[src/hw/apseq_defines.vh]
`ifndef APSEQ_DEFINES_VH
`define APSEQ_DEFINES_VH
// ----------------------------------------------------------------------
// register byte addresses
// ----------------------------------------------------------------------
`define APSEQ_A_FEAT_PICK   8'h00
`define APSEQ_A_FEAT_ON     8'h04
`define APSEQ_A_CTRL        8'h08
`define APSEQ_A_SET_PICK    8'h0c
`define APSEQ_A_CMD         8'h10
`define APSEQ_A_STATUS      8'h14
`define APSEQ_A_LIVE_BASE   8'h20
`define APSEQ_A_CLASS_BASE  8'h40
`define APSEQ_A_PATH        8'h60
`define APSEQ_A_START       8'h64
// ----------------------------------------------------------------------
// field positions
// ----------------------------------------------------------------------
`define APSEQ_B_CFG_MODE    0
`define APSEQ_B_RUN_MODE    1
`define APSEQ_B_STORE       0
`define APSEQ_B_RECALL      1
`define APSEQ_B_CFG_LEGAL   0
`define APSEQ_B_SET_LEGAL   1
`define APSEQ_NFEAT         8
`define APSEQ_NSET          8
`define APSEQ_IDXW          3
`define APSEQ_FEATW         16
// feature classes
`define APSEQ_CL_NONE       3'h0
`define APSEQ_CL_DIRECT     3'h1
`define APSEQ_CL_IMPLIED    3'h2
`define APSEQ_CL_FIXED      3'h3
`define APSEQ_CL_FORCED     3'h4
// axi response
`define APSEQ_RESP_OKAY     2'h0
`define APSEQ_RESP_SLVERR   2'h2
`endif

[src/hw/apseq_set_mem.v]
`include "apseq_defines.vh"
// per-set storage of all feature values; registered read port
module apseq_set_mem (
  input  wire                                 clk_in,
  input  wire                                 ce_in,
  input  wire                                 we_in,
  input  wire [`APSEQ_IDXW-1:0]               addr_in,
  input  wire [`APSEQ_NFEAT*`APSEQ_FEATW-1:0] wdata_in,
  output reg  [`APSEQ_NFEAT*`APSEQ_FEATW-1:0] rdata_out
);
  reg [`APSEQ_NFEAT*`APSEQ_FEATW-1:0] mem_r [0:`APSEQ_NSET-1];
  always @(posedge clk_in) begin
    if (ce_in) begin
      if (we_in) begin
        mem_r[addr_in] <= wdata_in;
      end
      rdata_out <= mem_r[addr_in];
    end
  end
endmodule // apseq_set_mem

[src/hw/apseq_class.v]
`include "apseq_defines.vh"
// resolves class of each feature from the direct set and dependency web
// dep_in[i*N+j] high: feature i's range depends on feature j
module apseq_class (
  input  wire [`APSEQ_NFEAT-1:0]              direct_in,
  input  wire [`APSEQ_NFEAT-1:0]              auto_in,
  input  wire [`APSEQ_NFEAT*`APSEQ_NFEAT-1:0] dep_in,
  output wire [`APSEQ_NFEAT-1:0]              implied_out,
  output wire [`APSEQ_NFEAT-1:0]              fixed_out,
  output wire [`APSEQ_NFEAT-1:0]              forced_out
);
  wire [`APSEQ_NFEAT-1:0] fix_lvl [0:`APSEQ_NFEAT];
  genvar i, k;
  generate
    for (i = 0; i < `APSEQ_NFEAT; i = i + 1) begin : g_imp
      wire [`APSEQ_NFEAT-1:0] row = dep_in[i*`APSEQ_NFEAT +: `APSEQ_NFEAT];
      // ranges touched by a direct feature become implied
      assign implied_out[i] = ~direct_in[i] & ~auto_in[i] &
                              (|(row & direct_in));
      assign forced_out[i]  = auto_in[i] & ~direct_in[i];
    end
    // seed: preconditions of direct or implied features
    for (i = 0; i < `APSEQ_NFEAT; i = i + 1) begin : g_seed
      wire [`APSEQ_NFEAT-1:0] hit;
      for (k = 0; k < `APSEQ_NFEAT; k = k + 1) begin : g_s
        assign hit[k] = dep_in[k*`APSEQ_NFEAT+i] &
                        (direct_in[k] | implied_out[k]);
      end
      assign fix_lvl[0][i] = |hit;
    end
    // chain closure over N levels
    for (k = 0; k < `APSEQ_NFEAT; k = k + 1) begin : g_lvl
      for (i = 0; i < `APSEQ_NFEAT; i = i + 1) begin : g_f
        wire [`APSEQ_NFEAT-1:0] col;
        genvar m;
        for (m = 0; m < `APSEQ_NFEAT; m = m + 1) begin : g_c
          assign col[m] = dep_in[m*`APSEQ_NFEAT+i] & fix_lvl[k][m];
        end
        assign fix_lvl[k+1][i] = fix_lvl[k][i] | (|col);
      end
    end
  endgenerate
  assign fixed_out = fix_lvl[`APSEQ_NFEAT] & ~direct_in & ~implied_out;
endmodule // apseq_class

[src/hw/apseq_top.v]
// ----------------------------------------------------------------------
// Overview of operation
// each set stores own direct values
// implied stored per set, locked while running
// fixed features write protected in config and run
// auto features forced off while running
// non sequenced features untouched
// host enables direct features before config
// direct enable applies to all sets
// config entry resolves classes, locks fixed
// host exits config to change fixed
// store copies live values into picked set
// store checks set, updates legal flag
// store may invalidate other saved sets
// eight sets addressed by set index
// recall loads legal set when not running
// saved set holds all live values
// bounding feature of direct becomes fixed
// feature bounded by direct becomes implied
// fixed class propagates along dependencies
// run on locks sequenced features, loads start set
// path trigger advances set, index reported
// run off leaves last set live
// config exit checks, publishes legal flag
// set indexes three bits wide
// ----------------------------------------------------------------------
`include "apseq_defines.vh"
module apseq_top (
  input  wire                                 CLK_SYS_IN,
  input  wire                                 RST_B_IN,
  input  wire                                 CE_IN,
  input  wire [7:0]                           S_AXI_AWADDR_IN,
  input  wire                                 S_AXI_AWVALID_IN,
  output reg                                  S_AXI_AWREADY_OUT,
  input  wire [31:0]                          S_AXI_WDATA_IN,
  input  wire [3:0]                           S_AXI_WSTRB_IN,
  input  wire                                 S_AXI_WVALID_IN,
  output reg                                  S_AXI_WREADY_OUT,
  output reg  [1:0]                           S_AXI_BRESP_OUT,
  output reg                                  S_AXI_BVALID_OUT,
  input  wire                                 S_AXI_BREADY_IN,
  input  wire [7:0]                           S_AXI_ARADDR_IN,
  input  wire                                 S_AXI_ARVALID_IN,
  output reg                                  S_AXI_ARREADY_OUT,
  output reg  [31:0]                          S_AXI_RDATA_OUT,
  output reg  [1:0]                           S_AXI_RRESP_OUT,
  output reg                                  S_AXI_RVALID_OUT,
  input  wire                                 S_AXI_RREADY_IN,
  input  wire [`APSEQ_NFEAT-1:0]              FEAT_AUTO_IN,
  input  wire [`APSEQ_NFEAT*`APSEQ_NFEAT-1:0] FEAT_DEP_IN,
  input  wire                                 TRIG_IN,
  output reg  [`APSEQ_NFEAT*`APSEQ_FEATW-1:0] LIVE_OUT,
  output reg  [`APSEQ_IDXW-1:0]               CURRENT_SET_INDEX_OUT,
  output reg                                  RUN_MODE_OUT
);
  localparam N = `APSEQ_NFEAT;
  localparam W = `APSEQ_FEATW;
  localparam S_IDLE = 2'h0;
  localparam S_RD   = 2'h1;
  localparam S_STO  = 2'h2;
  localparam S_LD   = 2'h3;
  // ----------------------------------------------------------------------
  // pin synchroniser
  // ----------------------------------------------------------------------
  reg trig_s1_r, trig_s2_r, trig_s3_r;
  always @(posedge CLK_SYS_IN) begin
    if (!RST_B_IN) begin
      trig_s1_r <= 1'b0;
      trig_s2_r <= 1'b0;
      trig_s3_r <= 1'b0;
    end else if (CE_IN) begin
      trig_s1_r <= TRIG_IN;
      trig_s2_r <= trig_s1_r;
      trig_s3_r <= trig_s2_r;
    end
  end
  wire trig_rise = trig_s2_r & ~trig_s3_r;
  // ----------------------------------------------------------------------
  // state
  // ----------------------------------------------------------------------
  reg  [`APSEQ_IDXW-1:0] direct_feature_pick_r;
  reg  [N-1:0]           direct_feature_on_r;
  reg                    config_mode_switch_r;
  reg                    run_mode_switch_r;
  reg  [`APSEQ_IDXW-1:0] set_index_pick_r;
  reg  [`APSEQ_NSET-1:0] set_legal_flag_r;
  reg  [`APSEQ_NSET-1:0] set_saved_r;
  reg                    config_legal_flag_r;
  reg  [N-1:0]           implied_r, fixed_r, forced_r;
  reg  [`APSEQ_IDXW-1:0] next_set_r [0:`APSEQ_NSET-1];
  reg  [`APSEQ_IDXW-1:0] start_set_r;
  reg  [N*W-1:0]         live_r;
  reg  [1:0]             st_r;
  reg  [`APSEQ_IDXW-1:0] mem_addr_r;
  reg  [N*W-1:0]         saved_snap_r;
  wire [N*W-1:0]         mem_rdata;
  wire [N-1:0]           imp_w, fix_w, frc_w;
  wire [N-1:0]           wr_lock;
  wire [N-1:0]           seq_w;
  apseq_class u_class (
    .direct_in   (direct_feature_on_r),
    .auto_in     (FEAT_AUTO_IN),
    .dep_in      (FEAT_DEP_IN),
    .implied_out (imp_w),
    .fixed_out   (fix_w),
    .forced_out  (frc_w)
  );
  wire mem_we = CE_IN & (st_r == S_STO);
  apseq_set_mem u_mem (
    .clk_in    (CLK_SYS_IN),
    .ce_in     (CE_IN),
    .we_in     (mem_we),
    .addr_in   (mem_addr_r),
    .wdata_in  (live_r),
    .rdata_out (mem_rdata)
  );
  // lock vector: fixed always in config, everything sequenced when running
  genvar g;
  generate
    for (g = 0; g < N; g = g + 1) begin : g_lock
      assign seq_w[g] = direct_feature_on_r[g] | implied_r[g] | fixed_r[g] |
                        forced_r[g];
      assign wr_lock[g] = (config_mode_switch_r & fixed_r[g]) |
                          (run_mode_switch_r & seq_w[g]);
    end
  endgenerate
  // ----------------------------------------------------------------------
  // axi4-lite slave
  // ----------------------------------------------------------------------
  reg        aw_got_r, w_got_r;
  reg [7:0]  awaddr_r;
  reg [31:0] wdata_r;
  wire do_wr = aw_got_r & w_got_r & ~S_AXI_BVALID_OUT;
  wire do_rd = S_AXI_ARVALID_IN & S_AXI_ARREADY_OUT;
  wire wr_live = awaddr_r[7:5] == 3'h1;
  wire [2:0] wr_feat = awaddr_r[4:2];
  wire wr_map = wr_live | (awaddr_r <= `APSEQ_A_CMD) |
                (awaddr_r == `APSEQ_A_PATH) | (awaddr_r == `APSEQ_A_START);
  reg [31:0] rd_val;
  reg        rd_ok;
  always @* begin
    rd_val = 32'h0;
    rd_ok  = 1'b1;
    if (S_AXI_ARADDR_IN[7:5] == 3'h1) begin
      rd_val[W-1:0] = live_r[S_AXI_ARADDR_IN[4:2]*W +: W];
    end else if (S_AXI_ARADDR_IN[7:5] == 3'h2) begin
      rd_val[2:0] = {forced_r[S_AXI_ARADDR_IN[4:2]] ? 3'h4 :
                     fixed_r[S_AXI_ARADDR_IN[4:2]] ? 3'h3 :
                     implied_r[S_AXI_ARADDR_IN[4:2]] ? 3'h2 :
                     direct_feature_on_r[S_AXI_ARADDR_IN[4:2]] ? 3'h1 :
                     3'h0};
    end else begin
      case (S_AXI_ARADDR_IN)
        `APSEQ_A_FEAT_PICK: rd_val[2:0] = direct_feature_pick_r;
        `APSEQ_A_FEAT_ON:   rd_val[N-1:0] = direct_feature_on_r;
        `APSEQ_A_CTRL:      rd_val[1:0] = {run_mode_switch_r,
                                           config_mode_switch_r};
        `APSEQ_A_SET_PICK:  rd_val[2:0] = set_index_pick_r;
        `APSEQ_A_CMD:       rd_val[1:0] = {st_r == S_LD, st_r == S_STO};
        `APSEQ_A_STATUS:    rd_val[4:0] = {CURRENT_SET_INDEX_OUT,
                              set_legal_flag_r[set_index_pick_r],
                              config_legal_flag_r};
        `APSEQ_A_PATH:      rd_val[2:0] = next_set_r[set_index_pick_r];
        `APSEQ_A_START:     rd_val[2:0] = start_set_r;
        default:            rd_ok = 1'b0;
      endcase
    end
  end
  always @(posedge CLK_SYS_IN) begin
    if (!RST_B_IN) begin
      S_AXI_AWREADY_OUT <= 1'b1;
      S_AXI_WREADY_OUT  <= 1'b1;
      S_AXI_BVALID_OUT  <= 1'b0;
      S_AXI_BRESP_OUT   <= `APSEQ_RESP_OKAY;
      S_AXI_ARREADY_OUT <= 1'b1;
      S_AXI_RVALID_OUT  <= 1'b0;
      S_AXI_RDATA_OUT   <= 32'h0;
      S_AXI_RRESP_OUT   <= `APSEQ_RESP_OKAY;
      aw_got_r <= 1'b0;
      w_got_r  <= 1'b0;
      awaddr_r <= 8'h00;
      wdata_r  <= 32'h0;
    end else if (CE_IN) begin
      if (S_AXI_AWVALID_IN & S_AXI_AWREADY_OUT) begin
        aw_got_r <= 1'b1;
        awaddr_r <= S_AXI_AWADDR_IN;
        S_AXI_AWREADY_OUT <= 1'b0;
      end
      if (S_AXI_WVALID_IN & S_AXI_WREADY_OUT) begin
        w_got_r <= 1'b1;
        wdata_r <= S_AXI_WDATA_IN;
        S_AXI_WREADY_OUT <= 1'b0;
      end
      if (do_wr) begin
        S_AXI_BVALID_OUT <= 1'b1;
        S_AXI_BRESP_OUT <= wr_map ? `APSEQ_RESP_OKAY : `APSEQ_RESP_SLVERR;
        aw_got_r <= 1'b0;
        w_got_r  <= 1'b0;
      end
      if (S_AXI_BVALID_OUT & S_AXI_BREADY_IN) begin
        S_AXI_BVALID_OUT  <= 1'b0;
        S_AXI_AWREADY_OUT <= 1'b1;
        S_AXI_WREADY_OUT  <= 1'b1;
      end
      if (do_rd) begin
        S_AXI_ARREADY_OUT <= 1'b0;
        S_AXI_RVALID_OUT  <= 1'b1;
        S_AXI_RDATA_OUT   <= rd_val;
        S_AXI_RRESP_OUT   <= rd_ok ? `APSEQ_RESP_OKAY : `APSEQ_RESP_SLVERR;
      end
      if (S_AXI_RVALID_OUT & S_AXI_RREADY_IN) begin
        S_AXI_RVALID_OUT  <= 1'b0;
        S_AXI_ARREADY_OUT <= 1'b1;
      end
    end
  end
  // ----------------------------------------------------------------------
  // sequencer control
  // ----------------------------------------------------------------------
  wire wr_ctrl  = do_wr & (awaddr_r == `APSEQ_A_CTRL);
  wire cfg_on   = wr_ctrl & wdata_r[`APSEQ_B_CFG_MODE] & ~config_mode_switch_r;
  wire cfg_off  = wr_ctrl & ~wdata_r[`APSEQ_B_CFG_MODE] & config_mode_switch_r;
  wire run_on   = wr_ctrl & wdata_r[`APSEQ_B_RUN_MODE] & ~run_mode_switch_r &
                  config_legal_flag_r & ~config_mode_switch_r;
  wire run_off  = wr_ctrl & ~wdata_r[`APSEQ_B_RUN_MODE] & run_mode_switch_r;
  wire wr_cmd   = do_wr & (awaddr_r == `APSEQ_A_CMD) & (st_r == S_IDLE);
  wire store_go = wr_cmd & wdata_r[`APSEQ_B_STORE] & config_mode_switch_r;
  wire recall_go = wr_cmd & wdata_r[`APSEQ_B_RECALL] &
                   set_legal_flag_r[set_index_pick_r] &
                   ~run_mode_switch_r;
  wire adv = run_mode_switch_r & trig_rise & (st_r == S_IDLE);
  // every saved set must be legal and the path must stay among them
  wire [`APSEQ_NSET-1:0] path_ok;
  generate
    for (g = 0; g < `APSEQ_NSET; g = g + 1) begin : g_path
      assign path_ok[g] = ~set_saved_r[g] |
                          (set_legal_flag_r[g] &
                           set_legal_flag_r[next_set_r[g]]);
    end
  endgenerate
  wire cfg_check = (&path_ok) & set_legal_flag_r[start_set_r];
  // a stored value is legal when no fixed feature moved since config entry
  wire store_legal = ~|((live_r ^ saved_snap_r) & fixed_mask(fixed_r));
  function [N*W-1:0] fixed_mask;
    input [N-1:0] f;
    integer j;
    begin
      for (j = 0; j < N; j = j + 1) begin
        fixed_mask[j*W +: W] = {W{f[j]}};
      end
    end
  endfunction
  integer n;
  always @(posedge CLK_SYS_IN) begin
    if (!RST_B_IN) begin
      direct_feature_pick_r <= 3'h0;
      direct_feature_on_r   <= {N{1'b0}};
      config_mode_switch_r  <= 1'b0;
      run_mode_switch_r     <= 1'b0;
      set_index_pick_r      <= 3'h0;
      set_legal_flag_r      <= {`APSEQ_NSET{1'b0}};
      set_saved_r           <= {`APSEQ_NSET{1'b0}};
      config_legal_flag_r   <= 1'b0;
      implied_r <= {N{1'b0}};
      fixed_r   <= {N{1'b0}};
      forced_r  <= {N{1'b0}};
      start_set_r <= 3'h0;
      live_r      <= {N*W{1'b0}};
      saved_snap_r <= {N*W{1'b0}};
      st_r        <= S_IDLE;
      mem_addr_r  <= 3'h0;
      CURRENT_SET_INDEX_OUT <= 3'h0;
      LIVE_OUT     <= {N*W{1'b0}};
      RUN_MODE_OUT <= 1'b0;
      for (n = 0; n < `APSEQ_NSET; n = n + 1) begin
        next_set_r[n] <= 3'h0;
      end
    end else if (CE_IN) begin
      if (do_wr & ~config_mode_switch_r & ~run_mode_switch_r) begin
        if (awaddr_r == `APSEQ_A_FEAT_PICK) begin
          direct_feature_pick_r <= wdata_r[2:0];
        end
        if (awaddr_r == `APSEQ_A_FEAT_ON) begin
          // one enable bit for the whole sequence, not per set
          direct_feature_on_r[direct_feature_pick_r] <= wdata_r[0];
        end
      end
      if (do_wr & (awaddr_r == `APSEQ_A_SET_PICK)) begin
        set_index_pick_r <= wdata_r[`APSEQ_IDXW-1:0];
      end
      if (do_wr & config_mode_switch_r) begin
        if (awaddr_r == `APSEQ_A_PATH) begin
          next_set_r[set_index_pick_r] <= wdata_r[2:0];
        end
        if (awaddr_r == `APSEQ_A_START) begin
          start_set_r <= wdata_r[2:0];
        end
      end
      if (cfg_on & ~run_mode_switch_r) begin
        config_mode_switch_r <= 1'b1;
        implied_r <= imp_w;
        fixed_r   <= fix_w;
        forced_r  <= frc_w;
        saved_snap_r <= live_r;
        config_legal_flag_r <= 1'b0;
      end
      if (cfg_off) begin
        config_mode_switch_r <= 1'b0;
        config_legal_flag_r  <= cfg_check;
      end
      if (run_on) begin
        run_mode_switch_r <= 1'b1;
        mem_addr_r <= start_set_r;
        CURRENT_SET_INDEX_OUT <= start_set_r;
        st_r <= S_RD;
      end
      if (run_off) begin
        run_mode_switch_r <= 1'b0; // live_r left as last set
      end
      if (store_go) begin
        mem_addr_r <= set_index_pick_r;
        st_r <= S_STO;
      end
      if (recall_go) begin
        mem_addr_r <= set_index_pick_r;
        st_r <= S_RD;
      end
      if (adv) begin
        mem_addr_r <= next_set_r[CURRENT_SET_INDEX_OUT];
        CURRENT_SET_INDEX_OUT <= next_set_r[CURRENT_SET_INDEX_OUT];
        st_r <= S_RD;
      end
      case (st_r)
        S_IDLE: ;
        S_RD:   st_r <= S_LD;
        S_STO: begin
          set_saved_r[mem_addr_r] <= 1'b1;
          // a fresh store rechecks and can knock out other sets
          for (n = 0; n < `APSEQ_NSET; n = n + 1) begin
            if (n != mem_addr_r) begin
              set_legal_flag_r[n] <= set_legal_flag_r[n] &
                                     store_legal;
            end
          end
          set_legal_flag_r[mem_addr_r] <= store_legal;
          st_r <= S_IDLE;
        end
        S_LD: begin
          // non-sequenced features keep their value
          live_r <= (mem_rdata & fixed_mask(seq_w)) |
                    (live_r & ~fixed_mask(seq_w));
          st_r <= S_IDLE;
        end
        default: st_r <= S_IDLE;
      endcase
      // host write beats a load
      if (do_wr & wr_live & ~wr_lock[wr_feat]) begin
        live_r[wr_feat*W +: W] <= wdata_r[W-1:0];
      end
      if (run_mode_switch_r) begin
        for (n = 0; n < N; n = n + 1) begin
          if (forced_r[n]) begin
            LIVE_OUT[n*W +: W] <= {W{1'b0}}; // auto forced off
          end else begin
            LIVE_OUT[n*W +: W] <= live_r[n*W +: W];
          end
        end
      end else begin
        LIVE_OUT <= live_r;
      end
      RUN_MODE_OUT <= run_mode_switch_r;
    end
  end
endmodule // apseq_top

[config.mk]
export PLATFORM = sky130hd
export DESIGN_NAME = apseq_top
export DESIGN_NICKNAME = d
export VERILOG_FILES = /design/src/hw/apseq_set_mem.v /design/src/hw/apseq_class.v /design/src/hw/apseq_top.v
export VERILOG_INCLUDE_DIRS = /design/src /design/src/hw
export SDC_FILE = /design/constraint.sdc
export NUM_CORES = 2
export LEC_CHECK = 0
export BUFFER_PORTS_ARGS = -buffer_cell sky130_fd_sc_hd__buf_2
export CELL_PAD_IN_SITES_DETAIL_PLACEMENT = 0
export CELL_PAD_IN_SITES_GLOBAL_PLACEMENT = 1
export CORE_UTILIZATION = 58
export CTS_BUF_LIST = sky130_fd_sc_hd__clkbuf_8
export CTS_CLUSTER_SIZE = 28
export DETAILED_ROUTE_END_ITERATION = 10
export PLACE_DENSITY = 0.95
export REMOVE_ABC_BUFFERS = 1
export SLEW_MARGIN = 0
export SYNTH_ARGS = -nofsm -noshare
export SYNTH_HDL_FRONTEND = slang
export SYNTH_SLANG_ARGS = --single-unit
[constraint.sdc]
create_clock -name CLK_SYS_IN -period 37.5 [get_ports CLK_SYS_IN]
set_input_delay 9.375 -clock CLK_SYS_IN [delete_from_list [all_inputs] [get_ports CLK_SYS_IN]]
set_output_delay 9.375 -clock CLK_SYS_IN [all_outputs]
set_load 0.05 [all_outputs]
==> run_results.csv <==
group,metric,value,unit
sta,whs,0.4700,ns
finish,fin_cells,7430,
die,core,123500,um2
grt,grt_max_degree,144,
placement,place_area,75210,um2
cts,cts_tree,"done",
cts,hold_buffers,0,
cts,path_clk_slew,0.05,ns
route,postRouteAntennaNets,0,
route,route.detailed.drc,0,
sta,hold_viol,0,
sta,max_freq,61.80,MHz
die,io-pin-count,306,
sta,max-slew-margin-rel,15.59,%
grt,grt_pass1_wl,327500,um
cts,insertion_delay,1.03,ns
worst_setup_path,cp_cell_sequence,"buf_2 -> a22oi_1 -> nand3_1 -> o21ai_1 -> o2111ai_1 -> o21ai_0 -> o2111ai_1 -> o21ai_0 -> o2111ai_1 -> nor2_1 -> o2111ai_1 -> o21ai_0 -> o2111ai_1 -> nor2_2 -> o2111ai_1 -> nor2_1 -> o2111ai_1 -> or2_2 -> a22oi_1 -> nand4_1 -> a222oi_1 -> a31oi_1",
die,die_x,354.7,um
finish,syn2layout_area_growth,11.20,%
worst_setup_path,timing.rr.start,"direct_feature_on_r[6]",
worst_setup_path,worstPathRequired,38.35,ns
placement,gp_routability_congestion,0.9612,
finish,final_layout_size_suffix_gt1_share,21.61,%
route,dr.pass1.iters,8,
worst_setup_path,cp_slowest_stage_delay,0.74,ns
sta,fin_worst_skew,0.07498,ns
worst_setup_path,r2r.worst_path.cells,22,
route,wl_met3,29320,um
synth,synth_cells,5296,
cts,htreeDepth,5,
worst_setup_path,critical_path.top_delay_family,"compound AO/OA/AOI/OAI gates",
synth,synth_warnings,0,
worst_setup_path,r2r-end,"fixed_r[6]",
cts,ctsResizeCount,0,
worst_setup_path,crit_path_start_kind,"input port",
die,die_h,354.7,um
cts,numCtsBuffers,277,
sta,setup_viol,0,
finish,num-nets-final,5731,
job,drv_cap,0,
sta,setup_tns,0,ns
status,status,"complete, no violations",
synth,synth-main-ff-cell,"edfxtp_1",
grt,grt_pass1_vias,49440,
placement,post-dp-hpwl,137800,um
sta,period_share,43.15,%
worst_setup_path,crit_path_frequent_cell,"o2111ai_1",
worst_setup_path,crit_arrival,17.04,ns
sta,finalCriticalPeriod,16.18,ns
cts,clock-sinks,1687,
finish,post-route-cell-area,80240,um2
die,die_area,125800,um2
synth,ys_types,76,
worst_setup_path,critPathKind,"input port to register",
grt,gr-total-overflow,0,
die,start_util,58.44,%
synth,synth-seq-cells,1687,
sta,worstMarginPinSlew,1.255,ns
route,top_layer_used,"met5",
synth,synth_area_per_cell,13.63,um2
finish,nFillCells,8461,
finish,final_common_cell,"edfxtp_1",
cts,postCtsSetupBuffers,0,
worst_setup_path,critical_path.slowest_cell,"o21ai_1",
sta,fin_ws,21.32,ns
route,drt_iter0_drc,7261,
sta,rsz0062_at_grt,"no",
placement,dpl.cell_count,6951,
hold_path,hp-start,"set_saved_r[3]",
die,rows,129,
finish,final_cell_mix,"edfxtp_1, nand2_1, dfxtp_1",
synth,syn-cell-area,72160,um2
finish,utilization,64.99,%
cts,root_buffer,"clkbuf_8",
hold_path,hold_path_class,"register to register",
route,vias_per_cell,6.789,
synth,async_reset_ff_share,0,%
power,peakVddDrop,0.04590,mV
route,met2_length,103000,um
worst_setup_path,critPathBufInv,1,
power,leakage,27.60,nW
power,powerDensity,45.58,nW/um2
worst_setup_path,rrSetupSlack,29.33,ns
route,wl_met1,81320,um
route,vias,50440,
route,routed_wl,226400,um
placement,post-place-ws,20.84,ns
power,power.total,3.658,mW
sta,drv_slew,0,
synth,ys_seq_area_share,63.11,%
route,routedWlPerCell,30.48,um
placement,io_buffers,267,
grt,grt_usage,35.67,%
hold_path,hold_path_depth,1,
worst_setup_path,endpoint_kind,"register",
worst_setup_path,critPathMaxFanout,10,
cts,max-clock-path-buffers,4,
synth,synth-edff-count,1176,
hold_path,whs_endpoint,"set_saved_r[3]",
grt,antenna_found_initial,15,
==> registers in the layout (all words and copies together), names as in the netlist, 2 cells and up, named ones only <==
register,flops
u_mem.mem_r,1024
LIVE_OUT,128
live_r,128
saved_snap_r,128
u_mem.rdata_out,128
next_set_r,24
S_AXI_RDATA_OUT,16
wdata_r,16
awaddr_r,8
direct_feature_on_r,8
fixed_r,8
forced_r,8
implied_r,8
set_legal_flag_r,8
set_saved_r,8
CURRENT_SET_INDEX_OUT,3
direct_feature_pick_r,3
mem_addr_r,3
set_index_pick_r,3
start_set_r,3
st_r,2
==> power by group <==
group          internal (mW)  switching [mW]  leakage (nW)  total (mW)
Combinational         0.0544           0.137          9.76       0.191
Sequential              1.98         0.00700          14.9        1.98
Clock                  0.773           0.710          2.95        1.48
Total                   2.80           0.854          27.6        3.66
==> layer usage <==
| layer | global-route usage (%) | vias up |
|---|---|---|
| li1 | - | 20800 |
| met1 | 46.59 | 24870 |
| met2 | 54.66 | 3946 |
| met3 | 10.20 | 814 |
| met4 | 18.32 | 14 |
| met5 | 0 | - |
==> cell usage after synthesis (6+ instances only) <==
| library cell | n | share of area (%) |
|---|---|---|
| o211ai_1 | 10 | 0.10 |
| o21ai_1 | 14 | 0.097 |
| a21boi_0 | 192 | 2.0 |
| buf_1 | 35 | 0.18 |
| a211oi_1 | 9 | 0.094 |
| and2_1 | 38 | 0.33 |
| a21boi_1 | 10 | 0.10 |
| mux2_2 | 153 | 2.4 |
| mux4_2 | 321 | 10 |
| xor2_1 | 128 | 1.6 |
| o2111ai_1 | 91 | 1.1 |
| a21oi_1 | 283 | 2.0 |
| edfxtp_1 | 1176 | 49 |
| nand3b_1 | 15 | 0.16 |
| a22oi_1 | 79 | 0.82 |
| a221oi_1 | 16 | 0.19 |
| nand4_1 | 17 | 0.15 |
| or2_1 | 6 | 0.052 |
| dfxtp_1 | 511 | 14 |
| nand2_1 | 578 | 3.0 |
| nand2b_1 | 15 | 0.13 |
| o31ai_1 | 126 | 1.3 |
| o2111ai_2 | 11 | 0.23 |
| nor4_1 | 36 | 0.31 |
| a31oi_1 | 6 | 0.052 |
| o21a_1 | 17 | 0.18 |
| o21ai_0 | 422 | 2.9 |
| and3_1 | 12 | 0.10 |
| a22o_1 | 10 | 0.12 |
| nor2_1 | 88 | 0.46 |
| o22ai_1 | 7 | 0.061 |
| mux2i_1 | 33 | 0.46 |
| or3_1 | 16 | 0.14 |
| clkbuf_1 | 318 | 1.7 |
| inv_1 | 62 | 0.32 |
| a222oi_1 | 6 | 0.083 |
| nand3_1 | 24 | 0.17 |
| nor3_1 | 18 | 0.12 |
| nor2_2 | 7 | 0.061 |
| nor2b_1 | 280 | 2.4 |
| buf_2 | 8 | 0.055 |
| buf_4 | 18 | 0.19 |
==> worst max path at each step <==
stage                     from                end  slack (ns)  cells after the start
6_report       FEAT_DEP_IN[10]         fixed_r[6]       21.32                     22
4_1_cts        FEAT_DEP_IN[22]         fixed_r[7]       21.88                     22
2_1_floorplan    mem_addr_r[0]  u_mem.mem_r[0][0]        3.28                      1
3_3_place_gp   FEAT_DEP_IN[22]         fixed_r[6]       20.69                     22
3_5_place_dp   FEAT_DEP_IN[22]         fixed_r[7]       20.84                     22
5_1_grt        FEAT_DEP_IN[52]         fixed_r[7]       21.11                     22
==> worst reg2reg max path: stages, from the launching register on <==
cell and delay, ns:
dfxtp_1 0.46, buf_4 0.29, a22oi_1 0.19, nand3_1 0.12, o21bai_1 0.67, o2111ai_1 0.22, nor3_2 0.60, o2111ai_1 0.49
nor2_1 0.44, o2111ai_1 0.33, nor2_1 0.33, o2111ai_1 0.31, nor2_1 0.48, o2111ai_1 0.43, o21ai_0 0.31, o2111ai_1 0.38
nor2_2 0.32, o2111ai_1 0.21, or2_1 0.38, a22oi_1 0.25, nand4_1 0.25, a222oi_1 0.46, a31oi_1 0.12
==> final cells by class <==
cell class                      instances  area, um2  share of cell area (%)
Multi-Input combinational cell       3184      25040                   31.20
Tap cell                             1637       2048                   2.553
Sequential cell                      1687      45550                   56.77
Timing Repair Buffer                  381       2340                   2.916
Inverter                               62      232.7                  0.2900
Clock inverter                        161      739.5                  0.9216
Clock buffer                          310       4267                   5.317
Antenna cell                            8      20.02                 0.02495
==> cell families after synthesis <==
logic type	after synthesis	synth area share [%]
AOI/OAI and AO/OA	1342	11.93
xor gates and xnor gates	129	1.566
adders and majority gates	5	0.08670
buffers and inverters	442	2.408
DFF	1687	63.11
muxes	507	12.86
other	1	0.005197
and+or+nand+nor	1183	8.030
(Power assumes the default switching activity.)
